===== src/logic/cmp_ctrl_pkg.sv =====
// shared constants for the two-input comparator control block
package cmp_ctrl_pkg;
  localparam logic [9:0] OFS_RESULT = 10'h017;
  localparam logic [9:0] OFS_ENABLE = 10'h018;
  localparam int SEL_LO_POS = 0;
  localparam int SEL_HI_POS = 1;
  localparam int RUN_POS = 3;
  localparam int RES_FIRST_POS = 0;
  localparam int RES_SECOND_POS = 1;
  localparam logic [3:0] ENABLE_RST = 4'h0;
  localparam logic [3:0] ENABLE_MASK = 4'hb;
  localparam logic [1:0] RESULT_RST = 2'h0;
  typedef enum logic [1:0] {
    MODE_ACTIVE = 2'h0,
    MODE_SUBACTIVE = 2'h1,
    MODE_STOP = 2'h3,
    MODE_OTHER = 2'h2
  } cpu_mode_t;
endpackage : cmp_ctrl_pkg


===== src/logic/cmp_ctrl.sv =====
// comparator control: register port, pin mode switching, result readback
`timescale 1ns/1ns
// What this block does
// - comparison runs only in active or subactive mode, halted otherwise.
// - select bits 00 choose first input, 01 second, 1x unused.
// - run bit 3 set makes both shared pins analog and starts comparison.
// - while running neither shared pin serves as a general port pin.
// - enable register is write-only, with run and two select bits.
// - reset or stop mode clears the enable register.
// - result register is read-only with bits 0 and 1.
// - while sampling, the selected pin outcome loads its result bit every cycle.
// - result is not retained after comparison stops.
module cmp_ctrl (
  input wire logic CLK,
  input wire logic NRST,
  input wire logic [1:0] CPU_MODE,
  input wire logic REG_WR,
  input wire logic REG_RD,
  input wire logic [9:0] REG_ADDR,
  input wire logic [3:0] REG_WDATA,
  output logic [3:0] REG_RDATA,
  input wire logic CMP_OUT_FIRST,
  input wire logic CMP_OUT_SECOND,
  output logic CMP_POWER_EN,
  output logic ANALOG_MODE,
  output logic PORT_EN_FIRST,
  output logic PORT_EN_SECOND
);
  typedef struct packed {
    logic [3:0] rdata_ff;
  } top_state_t;
  top_state_t st_ff;
  top_state_t nxt_st;
  logic [3:0] enable;
  logic [1:0] result;
  logic stop_mode;
  logic mode_ok;
  logic run;
  logic sel_valid;
  logic wr_enable;
  logic result_read;
  logic enable_read;
  logic first_pick;
  logic second_pick;

  function automatic logic addr_hit(input logic [9:0] a, input logic [9:0] ofs);
    addr_hit = (a == ofs);
  endfunction : addr_hit

  assign stop_mode = (CPU_MODE == cmp_ctrl_pkg::MODE_STOP);
  assign mode_ok = (CPU_MODE == cmp_ctrl_pkg::MODE_ACTIVE) ||
                   (CPU_MODE == cmp_ctrl_pkg::MODE_SUBACTIVE);
  assign wr_enable = REG_WR && addr_hit(REG_ADDR, cmp_ctrl_pkg::OFS_ENABLE);
  // select value 1x is unused: no pin is compared then
  assign sel_valid = !enable[cmp_ctrl_pkg::SEL_HI_POS];
  assign run = enable[cmp_ctrl_pkg::RUN_POS] && mode_ok;
  // decodes shared by the checks at the end of the module
  assign result_read = REG_RD && addr_hit(REG_ADDR, cmp_ctrl_pkg::OFS_RESULT);
  assign enable_read = REG_RD && addr_hit(REG_ADDR, cmp_ctrl_pkg::OFS_ENABLE);
  assign first_pick = run && sel_valid && !enable[cmp_ctrl_pkg::SEL_LO_POS];
  assign second_pick = run && sel_valid && enable[cmp_ctrl_pkg::SEL_LO_POS];

  cmp_enable_reg u_enable (
    .CLK(CLK),
    .NRST(NRST),
    .stop_mode(stop_mode),
    .wr(wr_enable),
    .wdata(REG_WDATA),
    .enable(enable)
  );

  cmp_result_reg u_result (
    .CLK(CLK),
    .NRST(NRST),
    .sample(run && sel_valid),
    .sel(enable[cmp_ctrl_pkg::SEL_LO_POS]),
    .cmp_first(CMP_OUT_FIRST),
    .cmp_second(CMP_OUT_SECOND),
    .result(result)
  );

  always_comb begin
    nxt_st = st_ff;
    nxt_st.rdata_ff = 4'h0;
    // enable register is write-only, so only the result address answers
    if (REG_RD && addr_hit(REG_ADDR, cmp_ctrl_pkg::OFS_RESULT)) begin
      nxt_st.rdata_ff = {2'h0, result};
    end
  end

  always_ff @(posedge CLK) begin
    if (!NRST) begin
      st_ff <= '{rdata_ff: 4'h0};
    end else begin
      st_ff <= nxt_st;
    end
  end

  assign REG_RDATA = st_ff.rdata_ff;
  assign CMP_POWER_EN = run;
  // pin mode follows the run bit alone so the port stays off even if halted
  assign ANALOG_MODE = enable[cmp_ctrl_pkg::RUN_POS];
  assign PORT_EN_FIRST = !enable[cmp_ctrl_pkg::RUN_POS];
  assign PORT_EN_SECOND = !enable[cmp_ctrl_pkg::RUN_POS];
endmodule : cmp_ctrl


===== src/logic/cmp_enable_reg.sv =====
// write-only enable register: run bit and input select
`timescale 1ns/1ns
module cmp_enable_reg (
  input wire logic CLK,
  input wire logic NRST,
  input wire logic stop_mode,
  input wire logic wr,
  input wire logic [3:0] wdata,
  output logic [3:0] enable
);
  typedef struct packed {
    logic [3:0] enable_ff;
  } en_state_t;
  en_state_t st_ff;
  en_state_t nxt_st;

  always_comb begin
    nxt_st = st_ff;
    if (stop_mode) begin
      nxt_st.enable_ff = cmp_ctrl_pkg::ENABLE_RST;
    end else if (wr) begin
      nxt_st.enable_ff = wdata & cmp_ctrl_pkg::ENABLE_MASK;
    end
  end

  always_ff @(posedge CLK) begin
    if (!NRST) begin
      st_ff <= '{enable_ff: cmp_ctrl_pkg::ENABLE_RST};
    end else begin
      st_ff <= nxt_st;
    end
  end

  assign enable = st_ff.enable_ff;
endmodule : cmp_enable_reg


===== src/logic/cmp_result_reg.sv =====
// result register: samples the selected comparator outcome
`timescale 1ns/1ns
module cmp_result_reg (
  input wire logic CLK,
  input wire logic NRST,
  input wire logic sample,
  input wire logic sel,
  input wire logic cmp_first,
  input wire logic cmp_second,
  output logic [1:0] result
);
  typedef struct packed {
    logic [1:0] result_ff;
  } res_state_t;
  res_state_t st_ff;
  res_state_t nxt_st;

  always_comb begin
    nxt_st = st_ff;
    if (!sample) begin
      // contents are not kept once comparison stops
      nxt_st.result_ff = cmp_ctrl_pkg::RESULT_RST;
    end else if (sel) begin
      nxt_st.result_ff[cmp_ctrl_pkg::RES_SECOND_POS] = cmp_second;
    end else begin
      nxt_st.result_ff[cmp_ctrl_pkg::RES_FIRST_POS] = cmp_first;
    end
  end

  always_ff @(posedge CLK) begin
    if (!NRST) begin
      st_ff <= '{result_ff: cmp_ctrl_pkg::RESULT_RST};
    end else begin
      st_ff <= nxt_st;
    end
  end

  assign result = st_ff.result_ff;
endmodule : cmp_result_reg


===== config.mk =====
export PLATFORM = sky130hd
export DESIGN_NAME = cmp_ctrl
export DESIGN_NICKNAME = d
export VERILOG_FILES = /design/src/logic/cmp_ctrl_pkg.sv /design/src/logic/cmp_ctrl.sv /design/src/logic/cmp_enable_reg.sv /design/src/logic/cmp_result_reg.sv
export SDC_FILE = /design/constraint.sdc
export NUM_CORES = 1
export LEC_CHECK = 0
export ABC_AREA = 1
export BUFFER_PORTS_ARGS = -buffer_cell sky130_fd_sc_hd__buf_4
export CAP_MARGIN = 0
export CORE_AREA = 2 2 39 41
export CTS_BUF_LIST = sky130_fd_sc_hd__clkbuf_16
export DETAILED_ROUTE_END_ITERATION = 6
export DIE_AREA = 0 0 41 43
export GPL_ROUTABILITY_DRIVEN = 0
export PLACE_DENSITY_LB_ADDON = 0.12
export SYNTH_ARGS = -nofsm -noshare
export SYNTH_HDL_FRONTEND = slang
export SYNTH_SLANG_ARGS = --single-unit

===== constraint.sdc =====
create_clock -name CLK -period 1.1 [get_ports CLK]
set_clock_uncertainty 0.05 [all_clocks]
set_input_delay 0.33 -clock CLK [delete_from_list [all_inputs] [get_ports CLK]]
set_output_delay 0.33 -clock CLK [all_outputs]
set_load 0.005 [all_outputs]

==> results of run 1 <==
-- power groups by stage --
| stage | combinational (mW) | sequential (mW) | clock, mW |
|---|---|---|---|
| floorplan | 0.0323 | 0.259 | 0 |
| global placement | 0.0888 | 0.259 | 0 |
| detailed placement | 0.0895 | 0.259 | 0 |
| CTS | 0.0904 | 0.255 | 0.623 |
| global route | 0.101 | 0.255 | 0.638 |
| finish | 0.0912 | 0.255 | 0.609 |
-- cell type report --
class / instances / share of cell area [%]
repair buffers: 32 / 35.0
flip-flops and latches: 7 / 19.4
clock inverters: 1 / 0.515
clock buffers: 3 / 10.3
well taps: 16 / 2.74
inverters: 12 / 6.17
multi-input cells: 38 / 25.9
-- worst register-to-register path: cells and delay by family (launching register included) --
family / cells / cell delay, ps
buf+inv: 5 / 530
flops: 1 / 310
simple gates: 2 / 90
compound gates: 1 / 40
-- repair_timing --
| item | CTS | global route |
|---|---|---|
| buffers inserted | 4 | 0 |
| gates resized for setup | 7 | 2 |
| pin swaps | 1 | 1 |
| setup endpoints to repair | 3 | 6 |
-- per-layer routing --
metal	GRT usage, %	wire, um
met5	0	0
met4	8.00	0
met3	6.81	87
met2	23.8	537
met1	11.6	359
-- state kept, by name (all words and copies together) (netlist names) --
name             cells
u_result.result      2
u_enable.enable      3
REG_RDATA            2
-- cell families after synthesis --
family	after synthesis
AO/OA/AOI/OAI	6
buffers and inverters	15
flip-flops	7
AND/OR/NAND/NOR	30
other	1
-- path summary, 6_finish.rpt --
check / from / end / slack [ps] / cells after the start
worst min-delay path: CMP_OUT_FIRST / u_result.result[0] / 310 / 3
worst max register to register: u_enable.enable[3] / u_result.result[1] / -30 / 8
worst max-delay path: u_enable.enable[3] / CMP_POWER_EN / -80 / 3
worst min register to register: u_result.result[1] / REG_RDATA[1] / 380 / 2
-- layout by cell type (no fill, tap or decap) --
cell type,netlist,routed
nand3_1,5,5
dfxtp_2,0,1
buf_4,3,28
a21oi_1,6,6
nor3_1,1,1
nand3b_1,1,1
nor2_1,8,7
nor2_2,1,1
nor2_4,2,3
inv_1,12,12
inv_2,0,1
nand2_2,0,1
conb_1,1,2
buf_6,0,4
dfxtp_1,7,6
clkbuf_16,0,3
nand2_1,12,11
==> impl_metrics.env, run 1 <==
export IMPL_synthSimpleGateAreaFrac_pct=36.9
export IMPL_rsz0062_at_grt="yes"
export IMPL_die_x_um=41
export IMPL_p_clk_share_pct=63.7
export IMPL_worstPathRequired_ps=720
export IMPL_diodes=0
export IMPL_internal_power_mw=0.785
export IMPL_grt_pass1_vias=428
export IMPL_finalCritPeriodShare_pct=107
export IMPL_cpPeakStageDelay_ps=320
export IMPL_synth_cells=59
export IMPL_nets=116
export IMPL_slew_viol_final=0
export IMPL_fin_cells=109
export IMPL_dp_slack_ps=-44.3
export IMPL_fmax_mhz=847
export IMPL_die_y_um=43
export IMPL_avgRoutedWirePerCell_um=9.03
export IMPL_hpwl_um=691
export IMPL_io_pins=30
export IMPL_p_leak_nw=0.356
export IMPL_status="complete, but fails checks"
export IMPL_antenna_found_initial=0
export IMPL_crit_path_max_fanout=3
export IMPL_synth_top_family_by_area="simple AND/OR/NAND/NOR gates"
export IMPL_synth_edff_count=0
export IMPL_wl_um=984
export IMPL_grt_max_degree=8
export IMPL_critPathLaunchType="flop"
export IMPL_async_flop_share_pct=0
export IMPL_grt_overflow_total=0
export IMPL_numCtsBuffers=3
export IMPL_synth_avg_cell_area_sq_um=6.49
export IMPL_cp_arrival_ps=800
export IMPL_sw_frac_of_total_pct=17.9
export IMPL_post_route_drc_count=0
export IMPL_vias_per_cell=4.16
export IMPL_postCtsHoldBufs=0
export IMPL_worst_setup_path_end_kind="primary output"
export IMPL_path_cells="inv_2, nor2_4, buf_6"
export IMPL_syn_to_final_growth_pct=90.5
export IMPL_setup_slack_ps=-81.3
export IMPL_portBuffers=26
export IMPL_clockBufferDepth=2
export IMPL_vias=453
export IMPL_multiInputGateArea_sq_um=189
export IMPL_htree_levels=1
export IMPL_n_fill_cell=144
export IMPL_ant_nets=0
export IMPL_drt_iter0_markers=4
export IMPL_hp_class="primary input to flop"
export IMPL_yosysUniqueCellTypes=12
export IMPL_ys_ff_latch=7
export IMPL_post_dp_cell_area_sq_um=594
export IMPL_design_area_sq_um=729
export IMPL_p_sw_mw=0.171
export IMPL_grtUsageTotal_pct=13.8
export IMPL_p_per_area_nw_per_um2=1310
export IMPL_whs_ps=307
export IMPL_cp_top_family="flip-flops"
export IMPL_worst_setup_path_type="flop to primary output"
export IMPL_synth_compound_area_share_pct=7.84
export IMPL_ys_warn_count=0
export IMPL_setup_violations=6
export IMPL_synth_seq_area_share_pct=36.6
export IMPL_yosys_top_cells_area="dfxtp_1 37%, inv_1 12%, nand2_1 12%"
export IMPL_min_period_ps=1180
export IMPL_synth_top_area_share_pct=36.6
export IMPL_tns_ps=-257
export IMPL_drive_above_1_share_pct=45.2
export IMPL_pwr_share_comb_pct=9.5
export IMPL_synth_cell_area_sq_um=383
export IMPL_core_region_area_sq_um=1380
export IMPL_post_synth_most_frequent_cells="12 x inv_1, 12 x nand2_1, 8 x nor2_1"
export IMPL_sequentialPowerShare_pct=26.7
export IMPL_maxCapViolCount=0
export IMPL_finalHoldViolations=0
export IMPL_crit_buf_inv=2
export IMPL_cp_slowest_cell="dfxtp_2"
export IMPL_ir_worst_vdd_v=0.00111
export IMPL_placedCellCount=101
export IMPL_numClockSinks=7
export IMPL_cts_root_buf="clkbuf_16"
export IMPL_failed_checks="negative setup slack"
export IMPL_synth_xor_area_share_pct=0
export IMPL_grt_pass1_wl_um=1570
export IMPL_synth_top_area_cell="dfxtp_1"
export IMPL_p_total_mw=0.956
export IMPL_dieArea_sq_um=1760
export IMPL_postLayoutCoreUtil_pct=52.7
export IMPL_cts_tree="done"
export IMPL_synth_mux_area_share_pct=0
export IMPL_clock_latency_ps=230
export IMPL_ys_flop_type="dfxtp_1"
export IMPL_clk_pin_slew_worst_paths_ps=40
export IMPL_synthAdderAreaFrac_pct=0
export IMPL_start_util_pct=27.7
export IMPL_num_rows=14
export IMPL_register_area_sq_um=141
export IMPL_drt_pass1_iter_count=4
Note: power is estimated with default switching activity, not from simulation.
==> inputs of run 2 (changes only) <==
CELL_PAD_IN_SITES_DETAIL_PLACEMENT = 1   (was not set)
CELL_PAD_IN_SITES_GLOBAL_PLACEMENT = 1   (was not set)
CORE_AREA = not set   (was 2 2 39 41)
CORE_UTILIZATION = 23   (was not set)
DIE_AREA = not set   (was 0 0 41 43)
==> run 2 against run 1 <==
Against the previous run: the flow still finishes with violations (negative setup slack); worst setup slack lost 8.0 ps; sequential share of layout area shrank 0.33 points; register-to-register slack is essentially flat; highest routed layer is now met4; final cell count is the same; combinational power grew 1%; critical path type unchanged; first-iteration DRC count shrank 100%; core utilization shrank 4.0 points; die area grew 3.9%; via count grew 4.0%; count of clock-buffer cells in the layout is the same.
==> impl_metrics.env, run 2 (same netlist as run 1, synthesis figures left out) <==
export IMPL_avgRoutedWirePerCell_um=9.47
export IMPL_sw_frac_of_total_pct=17.8
export IMPL_clockBufferDepth=2
export IMPL_worst_setup_path_end_kind="primary output"
export IMPL_vias=471
export IMPL_dieArea_sq_um=1830
export IMPL_cts_tree="done"
export IMPL_grtUsageTotal_pct=14.5
export IMPL_drt_met1_wl_um=415
export IMPL_cpPeakStageDelay_ps=330
export IMPL_rsz0062_at_grt="yes"
export IMPL_crit_cells=3
export IMPL_design_area_sq_um=742
export IMPL_grt_overflow_total=0
export IMPL_reg2reg_slack_ps=-20
export IMPL_cp_top_family="flip-flops"
export IMPL_grt_pass1_wl_um=1920
export IMPL_largest_reg_flops=3
export IMPL_ff2ff_path_depth=8
export IMPL_route_met2_wl_um=534
export IMPL_path_cells="inv_2, nor2_4, buf_6"
export IMPL_hp_class="primary input to flop"
export IMPL_post_route_drc_count=0
export IMPL_finalHoldViolations=0
export IMPL_antenna_found_initial=0
export IMPL_io_pins=30
export IMPL_status="complete, but fails checks"
export IMPL_syn_to_final_growth_pct=93.8
export IMPL_clock_latency_ps=230
export IMPL_numCtsBuffers=3
export IMPL_wl_um=1030
export IMPL_critPathLaunchType="flop"
export IMPL_pwr_share_comb_pct=9.7
export IMPL_setup_violations=6
export IMPL_highest_layer="met4"
export IMPL_n_fill_cell=194
export IMPL_num_rows=14
export IMPL_cp_arrival_ps=810
export IMPL_failed_checks="negative setup slack"
export IMPL_cts_root_buf="clkbuf_16"
export IMPL_p_per_area_nw_per_um2=1290
export IMPL_layout_commonest_cell="buf_4"
export IMPL_grt_pass1_vias=462
export IMPL_fmax_mhz=841
export IMPL_cp_slowest_cell="dfxtp_2"
export IMPL_hold_path_depth=3
export IMPL_die_x_um=42.8
export IMPL_numClockSinks=7
export IMPL_ir_worst_vdd_v=0.000605
export IMPL_register_area_sq_um=141
export IMPL_drive_above_1_share_pct=47.3
export IMPL_sequentialPowerShare_pct=26.7
export IMPL_maxCapViolCount=0
export IMPL_p_sw_mw=0.170
export IMPL_crit_path_max_fanout=3
export IMPL_worst_setup_path_type="flop to primary output"
export IMPL_portBuffers=26
export IMPL_drt_pass1_iter_count=1
export IMPL_post_dp_cell_area_sq_um=594
export IMPL_min_period_ps=1190
export IMPL_nets=116
export IMPL_whs_ps=317
export IMPL_hpwl_um=753
export IMPL_dr_wl_met3_um=59
export IMPL_diodes=0
export IMPL_finalCritPeriodShare_pct=108
export IMPL_setup_slack_ps=-89.3
export IMPL_p_leak_nw=0.364
export IMPL_multiInputGateArea_sq_um=201
export IMPL_worstPathRequired_ps=720
export IMPL_htree_levels=1
export IMPL_internal_power_mw=0.785
export IMPL_crit_buf_inv=2
export IMPL_layout_common_cells="28 x buf_4, 12 x inv_1, 11 x nand2_1"
export IMPL_clk_pin_slew_worst_paths_ps=40
export IMPL_start_util_pct=25.1
export IMPL_grt_max_degree=8
export IMPL_die_y_um=42.8
export IMPL_vias_per_cell=4.32
export IMPL_p_clk_share_pct=63.6
export IMPL_slew_viol_final=0
export IMPL_core_region_area_sq_um=1520
export IMPL_ant_nets=0
export IMPL_dp_slack_ps=-67.3
export IMPL_drt_iter0_markers=0
[run 2: cell types whose count changed in the layout (fill, tap and decap cells not counted)]
cell / previous run / this run
nand2_2: 1 / 0
a21oi_1: 6 / 4
nand2_4: 0 / 1
a21oi_2: 0 / 2
[run 2: worst register-to-register path, stage by stage, from the launching register on]
cell and delay [ps]:
dfxtp_2 320, inv_2 80, nor2_4 40, buf_4 120
buf_6 110, buf_6 100, buf_6 110, nand2_4 60
a21oi_2 30
[run 2: layout make-up]
| class | count | area share [%] |
|---|---|---|
| clock buffers | 3 | 10.1 |
| clock inverters | 1 | 0.506 |
| inverters | 12 | 6.07 |
| multi-input cells | 38 | 27.2 |
| flip-flops and latches | 7 | 19.1 |
| well taps | 16 | 2.70 |
| repair buffers | 32 | 34.4 |
[run 2: metrics by stage]
step / std cells / total power, mW / utilization, % / setup TNS (ps)
3_5_place_dp: 101 / 0.350 / 39.0 / -193
5_1_grt: 109 / 1.01 / 48.7 / -479
4_1_cts: 109 / 0.966 / 48.1 / -188
3_3_place_gp: 101 / 0.348 / 39.0 / -209
6_report: 109 / 0.955 / 48.7 / -256
2_1_floorplan: 60 / 0.292 / - / 0
[run 2: path summary, 6_finish.rpt]
| check | start | to |
|---|---|---|
| hold reg to reg | u_result.result[0] | REG_RDATA[0] |
| setup reg to reg | u_enable.enable[3] | u_result.result[0] |
| setup / recovery | u_enable.enable[3] | CMP_POWER_EN |
| hold / removal | CMP_OUT_FIRST | u_result.result[0] |
[run 2: power groups by stage]
stage	sequential (mW)	combinational, mW	clock (mW)
2_1_floorplan	0.259	0.0323	0
3_3_place_gp	0.259	0.0891	0
3_5_place_dp	0.259	0.0908	0
4_1_cts	0.255	0.0928	0.618
5_1_grt	0.255	0.104	0.647
6_report	0.255	0.0921	0.607
[run 2: timing repair]
action,4_1_cts,5_1_grt
hold buffers,0,0
setup buffers,4,0
endpoints found under the hold margin,0,0
endpoints found under the setup margin,3,6
pin swaps,1,1
gates resized for setup,10,2
[run 2: per-layer routing]
metal / global-route usage [%] / vias to the layer above
li1: - / 240
met1: 14.9 / 208
met2: 24.5 / 19
met3: 5.11 / 4
met4: 9.38 / 0
met5: 0 / -
